File: src/rtl/cfts_pkg.sv
// Package of constants and types for the CCD frame timing sequencer
package cfts_pkg;
  // ******************************
  // Pixel and frame geometry
  // ******************************
  localparam int CLK_PER_PIX = 16;  // System clocks per pixel period
  localparam int VX_DLY      = 1;   // Pixels from H stop to first V pulse
  localparam int VX_PW       = 90;  // Vertical pulse width, pixels
  localparam int VX_HS       = 30;  // Horizontal setup, pixels
  localparam int VX_TOTAL    = 301; // Vertical transfer period, pixels
  localparam int FL_PER      = 180; // Pixels per flushed line
  localparam int FL_LINES    = 2084;
  localparam int PIX_LINE    = 1050;
  localparam int LINES       = 1046;
  localparam int BIN_LINES   = 522;
  // ******************************
  // Pixel phase windows (start inclusive, stop exclusive)
  // ******************************
  localparam logic [3:0] PH_H2_ON  = 4'h8;
  localparam logic [3:0] PH_RST_ON = 4'h1;
  localparam logic [3:0] PH_RST_OF = 4'h3;
  localparam logic [3:0] PH_CLP_ON = 4'h4;
  localparam logic [3:0] PH_CLP_OF = 4'h7;
  localparam logic [3:0] PH_SMP_ON = 4'ha;
  localparam logic [3:0] PH_SMP_OF = 4'hd;
  localparam logic [3:0] PH_LAST   = 4'hf;
  // ******************************
  // Register map (word index) and reset values
  // ******************************
  localparam logic [1:0]  REG_CTRL   = 2'h0;
  localparam logic [1:0]  REG_STATUS = 2'h1;
  localparam logic [4:0]  CODE_RST   = 5'h00;
  localparam logic [12:0] TICKS_29   = 13'h0dac;
  localparam logic [12:0] TICKS_30   = 13'h1388;
  localparam logic [12:0] TICKS_31   = 13'h1964;
  // Jumper bit positions in the sampled mode word
  localparam int M_CAP = 0;
  localparam int M_BIN = 1;
  localparam int M_SRC = 2;
  localparam int M_AMP = 3;
  typedef enum logic [6:0] {
    S_CLR   = 7'h01,
    S_INIT  = 7'h02,
    S_FLUSH = 7'h04,
    S_INTEG = 7'h08,
    S_VXF   = 7'h10,
    S_LXF   = 7'h20,
    S_LCHK  = 7'h40
  } cfts_state_t;
endpackage

File: src/rtl/cfts_sequencer.sv
// Frame timing sequencer: state machine, sensor clocks, sync and bus slave
//
// Summary of operation
// Jumper low: integrate and read out forever
// Jumper high: trigger, flush, integrate, read once
// No binning: diffusion reset after every pixel
// Binning: accumulate 2x2 charge before sampling
// Internal source: duration from code register
// Code maps to multiples of 10 ms tick
// External source: end on integration-end rise
// Amp jumper low: normal supply always
// Amp jumper high: reduced supply while integrating
// Reset clears counters, state and registers
// Free running, clear state resets counters
// Initialize samples jumpers, waits tick edge
// Flush only triggered: lines, then tick
// Integration output high throughout integrate
// Fixed counter timing of vertical transfer
// Binning: two vertical shifts per readout
// Pixel counter generates grabber sync signals
// Binning: gate reset, clamp, sample, sync
// Line check counts, ends frame or repeats
// Vertical: 1 delay, 90 pulses, 30 setup
// 1050 pixels, 1046 lines; binned 525, 522
// Flush 2084 lines of 180 pixels
// Pixel is 16 clocks, tick 10 ms
// Synchronise trigger and integration-end inputs
// Code zero leaves integrate at once
`timescale 1ns/10ps
`default_nettype none
module cfts_sequencer
  import cfts_pkg::*;
#(
  parameter int PIXELS  = PIX_LINE,
  parameter int NLINES  = LINES,
  parameter int NBLINES = BIN_LINES,
  parameter int NFLUSH  = FL_LINES
) (
  // Clock and reset
  input  wire logic        CLK,
  input  wire logic        RSTN,
  // Mode jumpers
  input  wire logic        CAPTURE_MODE_SELECT,
  input  wire logic        BIN_SELECT,
  input  wire logic        INTEGRATION_SOURCE_SELECT,
  input  wire logic        AMP_POWERDOWN_SELECT,
  // External timing inputs
  input  wire logic        INTEGRATE_TICK,
  input  wire logic        EXT_TRIGGER,
  input  wire logic        EXT_INTEGRATION_END,
  // Avalon-MM slave
  input  wire logic [1:0]  AVS_ADDRESS,
  input  wire logic        AVS_READ,
  input  wire logic        AVS_WRITE,
  input  wire logic [31:0] AVS_WRITEDATA,
  output logic      [31:0] AVS_READDATA,
  output logic             AVS_WAITREQUEST,
  // Sensor clocks
  output logic             V1,
  output logic             V2,
  output logic             H1,
  output logic             H2,
  output logic             DIFFUSION_RESET_CLOCK,
  output logic             CLAMP,
  output logic             SAMPLE,
  // Frame grabber and supply
  output logic             PIXEL_SYNC,
  output logic             LINE_SYNC,
  output logic             INTEGRATE,
  output logic             REDUCED_AMP_SUPPLY
);
  // ******************************
  // Elaboration checks
  // ******************************
  if (PIXELS < 2 || PIXELS > 2047 || PIXELS % 2 != 0 || NLINES < 1 || NLINES > 4095 ||
      NBLINES < 1 || NBLINES > 4095 || NFLUSH < 1 || NFLUSH > 4095 ||
      VX_DLY + 3 * VX_PW + VX_HS != VX_TOTAL || CLK_PER_PIX != 16) begin : g_chk
    $error("cfts_sequencer: unsupported geometry");
  end

  localparam logic [10:0] PIX_LAST = 11'(PIXELS - 1);
  localparam logic [10:0] VX_LAST  = 11'(VX_TOTAL - 1);
  localparam logic [10:0] FL_LAST  = 11'(FL_PER - 1);
  localparam logic [10:0] V1A_ON   = 11'(VX_DLY);
  localparam logic [10:0] V2_ON    = 11'(VX_DLY + VX_PW);
  localparam logic [10:0] V1B_ON   = 11'(VX_DLY + 2 * VX_PW);
  localparam logic [10:0] V1B_OF   = 11'(VX_DLY + 3 * VX_PW);
  localparam logic [10:0] FL_HALF  = 11'(FL_PER / 2);
  localparam logic [11:0] FL_END   = 12'(NFLUSH);

  // Integration length in 10 ms ticks for each code
  function automatic logic [12:0] code_ticks(input logic [4:0] c);
    logic [12:0] w;
    w = {8'h00, c};
    if (c <= 5'h0a)
      code_ticks = w;
    else if (c <= 5'h13)
      code_ticks = 13'((w - 13'h0009) * 13'h000a);
    else if (c <= 5'h1c)
      code_ticks = 13'((w - 13'h0012) * 13'h0064);
    else if (c == 5'h1d)
      code_ticks = TICKS_29;
    else if (c == 5'h1e)
      code_ticks = TICKS_30;
    else
      code_ticks = TICKS_31;
  endfunction

  function automatic logic in_win(input logic [3:0] p, input logic [3:0] a, input logic [3:0] b);
    in_win = (p >= a) && (p < b);
  endfunction

  // ******************************
  // State record
  // ******************************
  typedef struct packed {
    cfts_state_t st;
    logic [3:0]  ph;
    logic [10:0] pcnt;
    logic [11:0] lcnt;
    logic        vsub;
    logic [12:0] tcnt;
    logic [4:0]  code;
    logic [3:0]  mode;
    logic [2:0]  trg_s;
    logic [2:0]  end_s;
    logic        tick_d;
    logic [10:0] outs;
    logic        wait_r;
    logic [31:0] rdata;
  } cfts_reg_t;

  cfts_reg_t s;
  cfts_reg_t n;
  logic      pix_en;
  logic      tick_rise;
  logic      trg_rise;
  logic      end_rise;
  logic      req;
  logic      bus_done;
  logic [11:0] lim;
  logic      v1_n;
  logic      v2_n;
  logic      hrun;
  logic      gate;
  logic      gate_rc;
  logic [3:0] mode_in;

  assign pix_en    = (s.ph == PH_LAST);
  assign tick_rise = INTEGRATE_TICK & ~s.tick_d;
  // edges from the second and third stages
  assign trg_rise  = s.trg_s[1] & ~s.trg_s[2];
  assign end_rise  = s.end_s[1] & ~s.end_s[2];
  assign req       = AVS_READ | AVS_WRITE;
  assign bus_done  = req & ~s.wait_r;
  // binned frames read fewer line pairs
  assign lim       = s.mode[M_BIN] ? 12'(NBLINES) : 12'(NLINES);
  // Live jumper word, in the bit order of the mode field
  assign mode_in   = {AMP_POWERDOWN_SELECT, INTEGRATION_SOURCE_SELECT, BIN_SELECT, CAPTURE_MODE_SELECT};

  // ******************************
  // Next-state logic
  // ******************************
  always_comb begin
    n = s;
    v1_n = 1'b0;
    v2_n = 1'b0;
    hrun = 1'b0;
    gate = 1'b0;
    gate_rc = 1'b0;
    // pixel divider, sixteen phases
    n.ph = s.ph + 4'h1;
    n.tick_d = INTEGRATE_TICK;
    // three-stage synchronisers
    n.trg_s = {s.trg_s[1:0], EXT_TRIGGER};
    n.end_s = {s.end_s[1:0], EXT_INTEGRATION_END};
    case (s.st)
      // per-frame counters cleared
      S_CLR: begin
        n.pcnt = 11'h000;
        n.lcnt = 12'h000;
        n.tcnt = 13'h0000;
        n.vsub = 1'b0;
        // Fresh jumper sample so the first initialize cycle is not stale
        n.mode = mode_in;
        n.st = S_INIT;
      end
      // sample jumpers, wait for start event
      S_INIT: begin
        // continuous start on tick edge
        if (!s.mode[M_CAP] && tick_rise)
          n.st = S_INTEG;
        // triggered start goes to flush
        if (s.mode[M_CAP] && trg_rise)
          n.st = S_FLUSH;
        // Freeze the word that chose the exit; later states must agree with it
        if (n.st == S_INIT)
          n.mode = mode_in;
      end
      // flush lines, then wait tick edge
      S_FLUSH: begin
        if (s.lcnt == FL_END) begin
          if (tick_rise)
            n.st = S_INTEG;
        end else begin
          // R22 180 pixels per flushed line
          v1_n = (s.pcnt < FL_HALF);
          v2_n = ~v1_n;
          if (pix_en) begin
            n.pcnt = s.pcnt + 11'h001;
            if (s.pcnt == FL_LAST) begin
              n.pcnt = 11'h000;
              n.lcnt = s.lcnt + 12'h001;
            end
          end
        end
      end
      S_INTEG: begin
        if (s.mode[M_SRC]) begin
          // external end on rising edge
          if (end_rise)
            n.st = S_VXF;
        end else begin
          // count ticks against coded length
          if (tick_rise)
            n.tcnt = s.tcnt + 13'h0001;
          // code zero leaves at once
          if (n.tcnt >= code_ticks(s.code))
            n.st = S_VXF;
        end
        if (n.st == S_VXF) begin
          n.pcnt = 11'h000;
          n.lcnt = 12'h000;
          n.vsub = 1'b0;
          n.ph = 4'h0;
        end
      end
      // fixed vertical transfer timing
      S_VXF: begin
        v1_n = (s.pcnt >= V1A_ON && s.pcnt < V2_ON) || (s.pcnt >= V1B_ON && s.pcnt < V1B_OF);
        v2_n = (s.pcnt >= V2_ON && s.pcnt < V1B_ON);
        if (pix_en) begin
          n.pcnt = s.pcnt + 11'h001;
          if (s.pcnt == VX_LAST) begin
            n.pcnt = 11'h000;
            // second shift in binning mode
            if (s.mode[M_BIN] && !s.vsub)
              n.vsub = 1'b1;
            else begin
              n.vsub = 1'b0;
              n.st = S_LXF;
            end
          end
        end
      end
      // pixel counter drives line readout
      S_LXF: begin
        hrun = 1'b1;
        // binning: reset and clamp open each pair, sample and sync close it,
        // so both pixels of a pair pile up on the diffusion before one sample
        gate = s.mode[M_BIN] & ~s.pcnt[0];
        gate_rc = s.mode[M_BIN] & s.pcnt[0];
        if (pix_en) begin
          n.pcnt = s.pcnt + 11'h001;
          if (s.pcnt == PIX_LAST) begin
            n.pcnt = 11'h000;
            n.st = S_LCHK;
          end
        end
      end
      // count line, finish or repeat
      S_LCHK: begin
        n.lcnt = s.lcnt + 12'h001;
        n.st = (n.lcnt == lim) ? S_CLR : S_VXF;
        n.ph = 4'h0;
      end
      default: n.st = S_CLR;
    endcase
    // Registered outputs; R3 reset every pixel unless gated
    n.outs[0] = v1_n;
    n.outs[1] = v2_n;
    n.outs[2] = hrun & (s.ph < PH_H2_ON);
    n.outs[3] = hrun & (s.ph >= PH_H2_ON);
    n.outs[4] = hrun & ~gate_rc & in_win(s.ph, PH_RST_ON, PH_RST_OF);
    n.outs[5] = hrun & ~gate_rc & in_win(s.ph, PH_CLP_ON, PH_CLP_OF);
    n.outs[6] = hrun & ~gate & in_win(s.ph, PH_SMP_ON, PH_SMP_OF);
    n.outs[7] = hrun & ~gate & in_win(s.ph, PH_SMP_ON, PH_SMP_OF);
    n.outs[8] = hrun;
    // integration output follows the state
    n.outs[9] = (n.st == S_INTEG);
    // reduced supply only while integrating
    n.outs[10] = (n.st == S_INTEG) & n.mode[M_AMP];
    // One wait state on every access
    n.wait_r = ~(req & s.wait_r);
    if (req && s.wait_r) begin
      case (AVS_ADDRESS)
        REG_CTRL:   n.rdata = {27'h0000000, s.code};
        REG_STATUS: n.rdata = {4'h0, s.lcnt, 4'h0, s.mode, 1'b0, s.st};
        default:    n.rdata = 32'h00000000;
      endcase
    end
    if (bus_done && AVS_WRITE && AVS_ADDRESS == REG_CTRL)
      n.code = AVS_WRITEDATA[4:0];
  end

  // ******************************
  // State register
  // ******************************
  // everything returns to defaults on reset
  always_ff @(posedge CLK or negedge RSTN) begin
    if (!RSTN) begin
      s <= '0;
      s.st <= S_CLR;
      s.code <= CODE_RST;
      s.wait_r <= 1'b1;
    end else begin
      s <= n;
    end
  end

  assign V1                    = s.outs[0];
  assign V2                    = s.outs[1];
  assign H1                    = s.outs[2];
  assign H2                    = s.outs[3];
  assign DIFFUSION_RESET_CLOCK = s.outs[4];
  assign CLAMP                 = s.outs[5];
  assign SAMPLE                = s.outs[6];
  assign PIXEL_SYNC            = s.outs[7];
  assign LINE_SYNC             = s.outs[8];
  assign INTEGRATE             = s.outs[9];
  assign REDUCED_AMP_SUPPLY    = s.outs[10];
  assign AVS_READDATA          = s.rdata;
  assign AVS_WAITREQUEST       = s.wait_r;
endmodule
`default_nettype wire

File: config.mk
export PLATFORM = sky130hd
export DESIGN_NAME = cfts_sequencer
export DESIGN_NICKNAME = d
export VERILOG_FILES = /design/src/rtl/cfts_pkg.sv /design/src/rtl/cfts_sequencer.sv
export SDC_FILE = /design/constraint.sdc
export NUM_CORES = 1
export LEC_CHECK = 0
export BUFFER_PORTS_ARGS = -buffer_cell sky130_fd_sc_hd__buf_2
export CORE_MARGIN = 1.5
export CORE_UTILIZATION = 55
export CTS_CLUSTER_DIAMETER = 150
export CTS_CLUSTER_SIZE = 20
export DETAILED_ROUTE_END_ITERATION = 7
export PLACE_DENSITY = 0.76
export SYNTH_ARGS = -nofsm -noshare
export SYNTH_HDL_FRONTEND = slang
export SYNTH_SLANG_ARGS = --single-unit
File: constraint.sdc
create_clock -name CLK -period 13.83 [get_ports CLK]
set_input_delay 1.383 -clock CLK [delete_from_list [all_inputs] [get_ports CLK]]
set_output_delay 1.383 -clock CLK [all_outputs]
set_load 0.1 [all_outputs]
==> results.toml, run 1 <==
[cells_and_area]
area_growth_pct = 5.09
final_nets = 902
regArea_sq_um = 2450
final_layout_size_suffix_gt1_share_pct = 12.1
n_antenna_cell = 0
largest_reg_flops = 60
final_cell_count_no_fill = 971
multi_input_comb_area_sq_um = 4030
fill_cells = 1077
max_flop_register = "s"

[logic_synthesis]
synth_edf_count = 0
synthDistinctLibCells = 72
ys_ff_latch = 98
syn-cell-area_sq_um = 7080
ys_seq_area_share_pct = 34.7
async_flop_share_pct = 100
synth_flop_cell = "dfrtp_1"
avgSynthCellArea_sq_um = 8.88
syn_inst = 797
ys_warn_count = 0

[timing]
fin_crit_ns = 6.64
maxSlewHeadroom_pct = 22.7
rsz0062_at_grt = "false"
clock.fmax_mhz = 151
worst_slew_pin_slew_ns = 1.14
layout_worst_path_cycle_share_pct = 48.0
hold_viol_final = 0
skew_ns = 0.00965
finalSetupTns_ns = 0
finalMaxSlewViolations = 0
setup_viol_count_final = 0

[clock_tree]
cts_inserted_buffers = 9
cts_setup_buffers = 0
cts_sinks = 98
cts_hold_buf = 0
cts.clk_slew.worst_paths_ns = 0.07
cts-resized-gates = 0
ctsLongestPathBuffers = 2
clk_latency_ns = 0.35
cts_root_buffer = "clkbuf_16"
h-tree-depth = 3
cts_tree = "built"

[global_routing]
grt_pass1_wl_mm = 26.3
grt_util_all_layers_pct = 24.6
grt_overflow = 0
antenna_found_initial = 0
grt_max_degree = 71
grt_pass1_vias = 5464

[critical_path]
worstPathArrival_ns = 6.89
path_common_cell = "inv_1"
startpoint_type = "register"
crit_fanout = 24
cp_cell_sequence = "inv_1, ha_1, inv_1, o21ai_0, inv_1, fa_1, fa_1, inv_1, ha_1, a21oi_1, xnor2_1, o21ai_0, ha_1, nand2_1, nor3_1, a32oi_1, o211a_1, or4_1, o31ai_1"
cp.required_ns = 14.08
critPathSlowestCell = "or4_1"
end_kind = "register"
critical_path_class = "register to register"
slowest_delay_ns = 0.85

[detailed_routing]
routedWlPerCell_um = 16.3
drt_iter0_markers = 531
drt_first_pass_iters = 6
vias = 5745
viasPerCell = 5.92
totalWireLength_mm = 15.8
drc = 0
antenna_left = 0

[power_and_ir_drop]
vdd_drop_max_mv = 0.136
power_w = 0.00143
leakage_nw = 3.55
powerDensity_nw_per_um2 = 193

[outcome]
outcome = "complete, no violations"

[floorplan]
ios = 89
die_y_um = 116
die_area_sq_um = 13600
start_util_pct = 56.3
num_rows = 41
coreArea_sq_um = 12600
die_w_um = 116

[placement]
dp_hpwl_mm = 11.5
routabilityCongestion = 0.927
port-buffer-count = 52
placed_cells = 955

[worst_hold_path]
hold_class = "register to register"

[flow_run]
max-cap-violations = 0
## cell usage in the layout (no fill, tap or decap), drive strengths merged, types with 4 or more instances in the layout
cell type,Yosys,layout
nor2b,8,8
nand3,30,30
o21ai,70,70
and2,7,7
ha,57,57
nand4b,5,5
nor4,8,8
nand2,94,94
o211ai,4,4
nor2,52,52
fa,6,6
mux2i,8,8
a21oi,19,19
conb,1,9
nand4,6,6
xor2,19,19
a21o,7,7
o41ai,12,12
or4,6,6
clkbuf,35,9
mux2,7,7
and3,17,17
o31ai,22,22
a21boi,4,4
xnor2,21,21
dfrtp,96,96
nor3,15,15
o221ai,5,5
nand3b,5,5
buf,42,57
inv,35,39
nand2b,13,13
a31oi,8,8
## final timing paths
path                         end  slack (ns)  depth (start not counted)  start
max                        s[79]        7.19                         19  s[56]
min                        n[47]        0.35                          0  n[46]
max reg2reg                s[79]        7.19                         19  s[56]
min reg2reg                n[47]        0.35                          0  n[46]
max in group asynchronous  s[98]       11.68                          2   RSTN
min in group asynchronous  s[44]        0.95                          1   RSTN
## where the power goes
part | switching (W) | internal, W | total, W
clock network | 0.000116 | 0.000144 | 0.000260
registers | 0.0000491 | 0.000317 | 0.000366
logic | 0.000483 | 0.000324 | 0.000807
total | 0.000649 | 0.000785 | 0.00143
## metrics by stage
stage               setup slack (ns)  hold WS (ns)  utilization, %  instance area, sq um
finish                          7.19         0.348            59.2                  7440
floorplan                       8.44         0.331               -                  7110
global route                    6.79         0.354            59.2                  7440
global placement                7.45         0.338            56.7                  7130
detailed placement              7.25         0.336            56.7                  7130
CTS                             7.24         0.352            59.2                  7440
## layout make-up
class | count | share of cell area, %
multi-input combinational | 593 | 54.1
inverter | 35 | 1.77
timing repair buffer | 57 | 4.04
tap | 172 | 2.89
clock inverter | 7 | 1.13
sequential | 98 | 33.0
clock buffer | 9 | 3.03
## layer usage
layer | track usage, % | up-vias | share of wire, %
li1 | - | 2797 | -
met1 | 34.2 | 2757 | 47
met2 | 39.2 | 171 | 46
met3 | 4.77 | 20 | 4.8
met4 | 7.15 | 0 | 1.8
met5 | 0 | - | 0
## cells by family (layout without fill, tap and decap cells)
| family | Yosys count | after routing | synth area share, % |
|---|---|---|---|
| AOI/OAI and AO/OA | 186 | 186 | 17.5 |
| xor gates and xnor gates | 40 | 40 | 4.95 |
| adders and majority gates | 63 | 63 | 11.8 |
| buffers and inverters | 114 | 108 | 8.89 |
| DFF | 98 | 98 | 34.7 |
| muxes | 15 | 15 | 2.25 |
| other | 1 | 9 | 0.0530 |
| and+or+nand+nor | 280 | 280 | 19.9 |
## worst max-delay path: cells and delay by family, from the launching register on
kind | cells | cell delay (ns)
compound gates | 6 | 2.10
fa+ha+maj | 5 | 1.92
simple gates | 3 | 1.19
buf+inv | 4 | 0.64
flops | 1 | 0.51
xor+xnor | 1 | 0.17
## synth_stat cells (4+ instances only)
library cell	instances	area, sq um
a21boi_0	4	30.0
mux2_2	7	78.8
and2_1	7	43.8
mux2i_1	8	80.1
nand2b_1	13	81.3
o211ai_1	4	30.0
nand3_1	30	150
inv_1	35	131
fa_1	6	120
a21oi_1	19	95.1
buf_6	6	67.6
nand4_1	6	37.5
xor2_1	19	166
buf_4	33	248
a21o_1	7	52.6
nand4b_1	5	43.8
nand2_1	93	349
or4_1	5	37.5
o31ai_1	22	165
ha_1	57	713
a31oi_1	8	50.1
xnor2_1	21	184
nand3b_1	5	37.5
nor4_1	6	37.5
clkbuf_1	33	124
and3_1	16	100
nor2_1	52	195
o221ai_1	5	43.8
o21ai_0	70	350
dfrtp_1	96	2400
o41ai_1	12	105
nor3_1	15	75.1
nor2b_1	8	50.1
No activity file was read; power rests on OpenSTA's default activity.
==> run 2, diff against run 1 <==
--- a/config.mk
+++ b/config.mk
@@ -7,11 +7,11 @@
 export LEC_CHECK = 0
 export BUFFER_PORTS_ARGS = -buffer_cell sky130_fd_sc_hd__buf_2
 export CORE_MARGIN = 1.5
-export CORE_UTILIZATION = 55
+export CORE_UTILIZATION = 54
 export CTS_CLUSTER_DIAMETER = 150
 export CTS_CLUSTER_SIZE = 20
 export DETAILED_ROUTE_END_ITERATION = 7
-export PLACE_DENSITY = 0.76
+export PLACE_DENSITY = 0.78
 export SYNTH_ARGS = -nofsm -noshare
 export SYNTH_HDL_FRONTEND = slang
 export SYNTH_SLANG_ARGS = --single-unit
==> constraint.sdc (replaced) <==
create_clock -name CLK -period 5.8 [get_ports CLK]
set_input_delay 0.58 -clock CLK [delete_from_list [all_inputs] [get_ports CLK]]
set_output_delay 0.58 -clock CLK [all_outputs]
set_load 0.1 [all_outputs]
==> run 2 against run 1 <==
  * Register-to-register slack got worse by 6.8 ns
  * Largest cell class unchanged
  * Sequential share of layout area decreased by 0.54 points
  * Non-clock buffer count increased by 13
  * Clock-buffer cell count increased by 2
  * Utilization increased by 0.26 points
  * Largest power group unchanged
==> results.toml, run 2 (synthesis gave the netlist of run 1 again) <==
[global_routing]
grt_util_all_layers_pct = 23.9
grt_overflow = 0
grt_pass1_vias = 5445
grt_pass1_wl_mm = 27.2
antenna_found_initial = 0
grt_max_degree = 64

[cells_and_area]
max_flop_register = "s"
area_growth_pct = 6.84
largest_reg_flops = 60
multi_input_comb_area_sq_um = 4030
mostFrequentLayoutCells = "96 x dfrtp_1, 93 x nand2_1, 69 x o21ai_0"
regArea_sq_um = 2450
final_nets = 915
layout_commonest_cell = "dfrtp_1"
fill_cells = 1145
final_cell_count_no_fill = 984
n_antenna_cell = 0
final_layout_size_suffix_gt1_share_pct = 13.5

[timing]
hold_viol_final = 0
finalMaxSlewViolations = 0
worst_slew_pin_slew_ns = 1.03
rsz0062_at_grt = "false"
finalSetupTns_ns = 0
skew_ns = 0.00975
layout_worst_path_cycle_share_pct = 93.1
clock.fmax_mhz = 185
setup_viol_count_final = 0
hold_slack_ns = 0.175
maxSlewHeadroom_pct = 31.2
fin_crit_ns = 5.40

[power_and_ir_drop]
vdd_drop_max_mv = 0.288
clkPwrFrac_pct = 19.3
p_sw_share_pct = 43.7
powerDensity_nw_per_um2 = 455
leakage_nw = 3.62
pwr-share-comb_pct = 55.7
p_int_w = 0.00194
power_frac_seq_pct = 25.0
p_sw_w = 0.00150

[detailed_routing]
routedWlPerCell_um = 16.1
viasPerCell = 5.80
drc = 0
totalWireLength_mm = 15.9
antenna_left = 0
vias = 5711
drt_first_pass_iters = 4
drt_iter0_markers = 441

[clock_tree]
cts_tree = "built"
cts_root_buffer = "clkbuf_16"
ctsLongestPathBuffers = 2
clk_latency_ns = 0.35
cts_inserted_buffers = 9
cts_sinks = 98
cts_hold_buf = 0
h-tree-depth = 3
cts.clk_slew.worst_paths_ns = 0.07

[floorplan]
die_w_um = 117
coreArea_sq_um = 12700
die_area_sq_um = 13800
start_util_pct = 55.6
num_rows = 41
die_y_um = 117
ios = 89

[outcome]
outcome = "complete, no violations"

[placement]
port-buffer-count = 52
placed_cells = 967
routabilityCongestion = 0.952
dp_hpwl_mm = 11.4

[critical_path]
critPathSlowestCell = "or4_4"
slowest_delay_ns = 0.63
worstPathArrival_ns = 5.65
path_common_cell = "ha_1"
critical_path_class = "register to register"
end_kind = "register"
cp_cell_sequence = "inv_1, ha_1, inv_1, o21ai_0, xor2_1, ha_1, ha_1, fa_1, a21o_1, a21o_1, ha_1, xnor2_1, a221oi_1, o21ai_0, ha_1, nand2_1, nor3_1, nand2_1, o211a_1, or4_4, o41ai_1"
cp_num_buf_inv = 2
crit_fanout = 9
cp.required_ns = 6.05
cp_top_family = "adder cells"
startpoint_type = "register"

[flow_run]
max-cap-violations = 0

[worst_hold_path]
hold_class = "input port to async pin"
## run 2: cell count changes in the layout (fill, tap and decap cells not counted), sizes merged
cell | previous run | this run
inv | 39 | 36
clkbuf | 9 | 11
buf | 57 | 70
bufinv | 1 | 2
## run 2: power groups by stage
| stage | clock network, W | logic [W] | registers [W] |
|---|---|---|---|
| 6_report | 0.000663 | 0.00192 | 0.000860 |
| 2_1_floorplan | 0 | 0.00154 | 0.000841 |
| 3_5_place_dp | 0 | 0.00189 | 0.000871 |
| 4_1_cts | 0.000671 | 0.00191 | 0.000859 |
| 3_3_place_gp | 0 | 0.00185 | 0.000866 |
| 5_1_grt | 0.000699 | 0.00217 | 0.000872 |
## run 2: routing by layer
metal / routed length (um) / track usage (%) / part of all wire, %
met1: 7710 / 35.2 / 49
met2: 7090 / 36.0 / 45
met3: 794 / 4.55 / 5.0
met4: 261 / 7.01 / 1.6
met5: 0 / 0 / 0
## run 2: through the flow
| stage | instance area [sq um] | utilization, % | total power [W] | setup WS [ns] |
|---|---|---|---|---|
| finish | 7560 | 59.4 | 0.00344 | 0.398 |
| global route | 7560 | 59.4 | 0.00374 | 0.0222 |
| CTS | 7550 | 59.3 | 0.00344 | 0.281 |
| detailed placement | 7220 | 56.7 | 0.00276 | 0.344 |
| global placement | 7220 | 56.7 | 0.00272 | 0.432 |
| floorplan | 7110 | - | 0.00238 | 0.409 |
## run 2: final cells by class
| type | instances | share of cell area [%] |
|---|---|---|
| repair buffers | 70 | 5.31 |
| multi-input cells | 593 | 53.3 |
| clock buffers | 11 | 3.21 |
| inverters | 35 | 1.74 |
| flip-flops and latches | 98 | 32.5 |
| well taps | 172 | 2.85 |
| clock inverters | 5 | 1.13 |
## run 2: worst paths after layout
kind	startpoint	endpoint	slack, ns	cells after the start
setup / recovery	s[57]	s[80]	0.40	21
hold / removal	RSTN	s[69]	0.17	1
setup reg to reg	s[57]	s[80]	0.40	21
hold reg to reg	n[49]	n[50]	0.35	0
max in group asynchronous	RSTN	s[88]	4.47	2
min in group CLK	EXT_TRIGGER	n[49]	0.33	1
## run 2: what timing repair did
| item | in CTS | in global routing |
|---|---|---|
| buffers inserted | 0 | 1 |
| resized for setup | 0 | 2 |
| endpoints found under the setup margin | 0 | 12 |
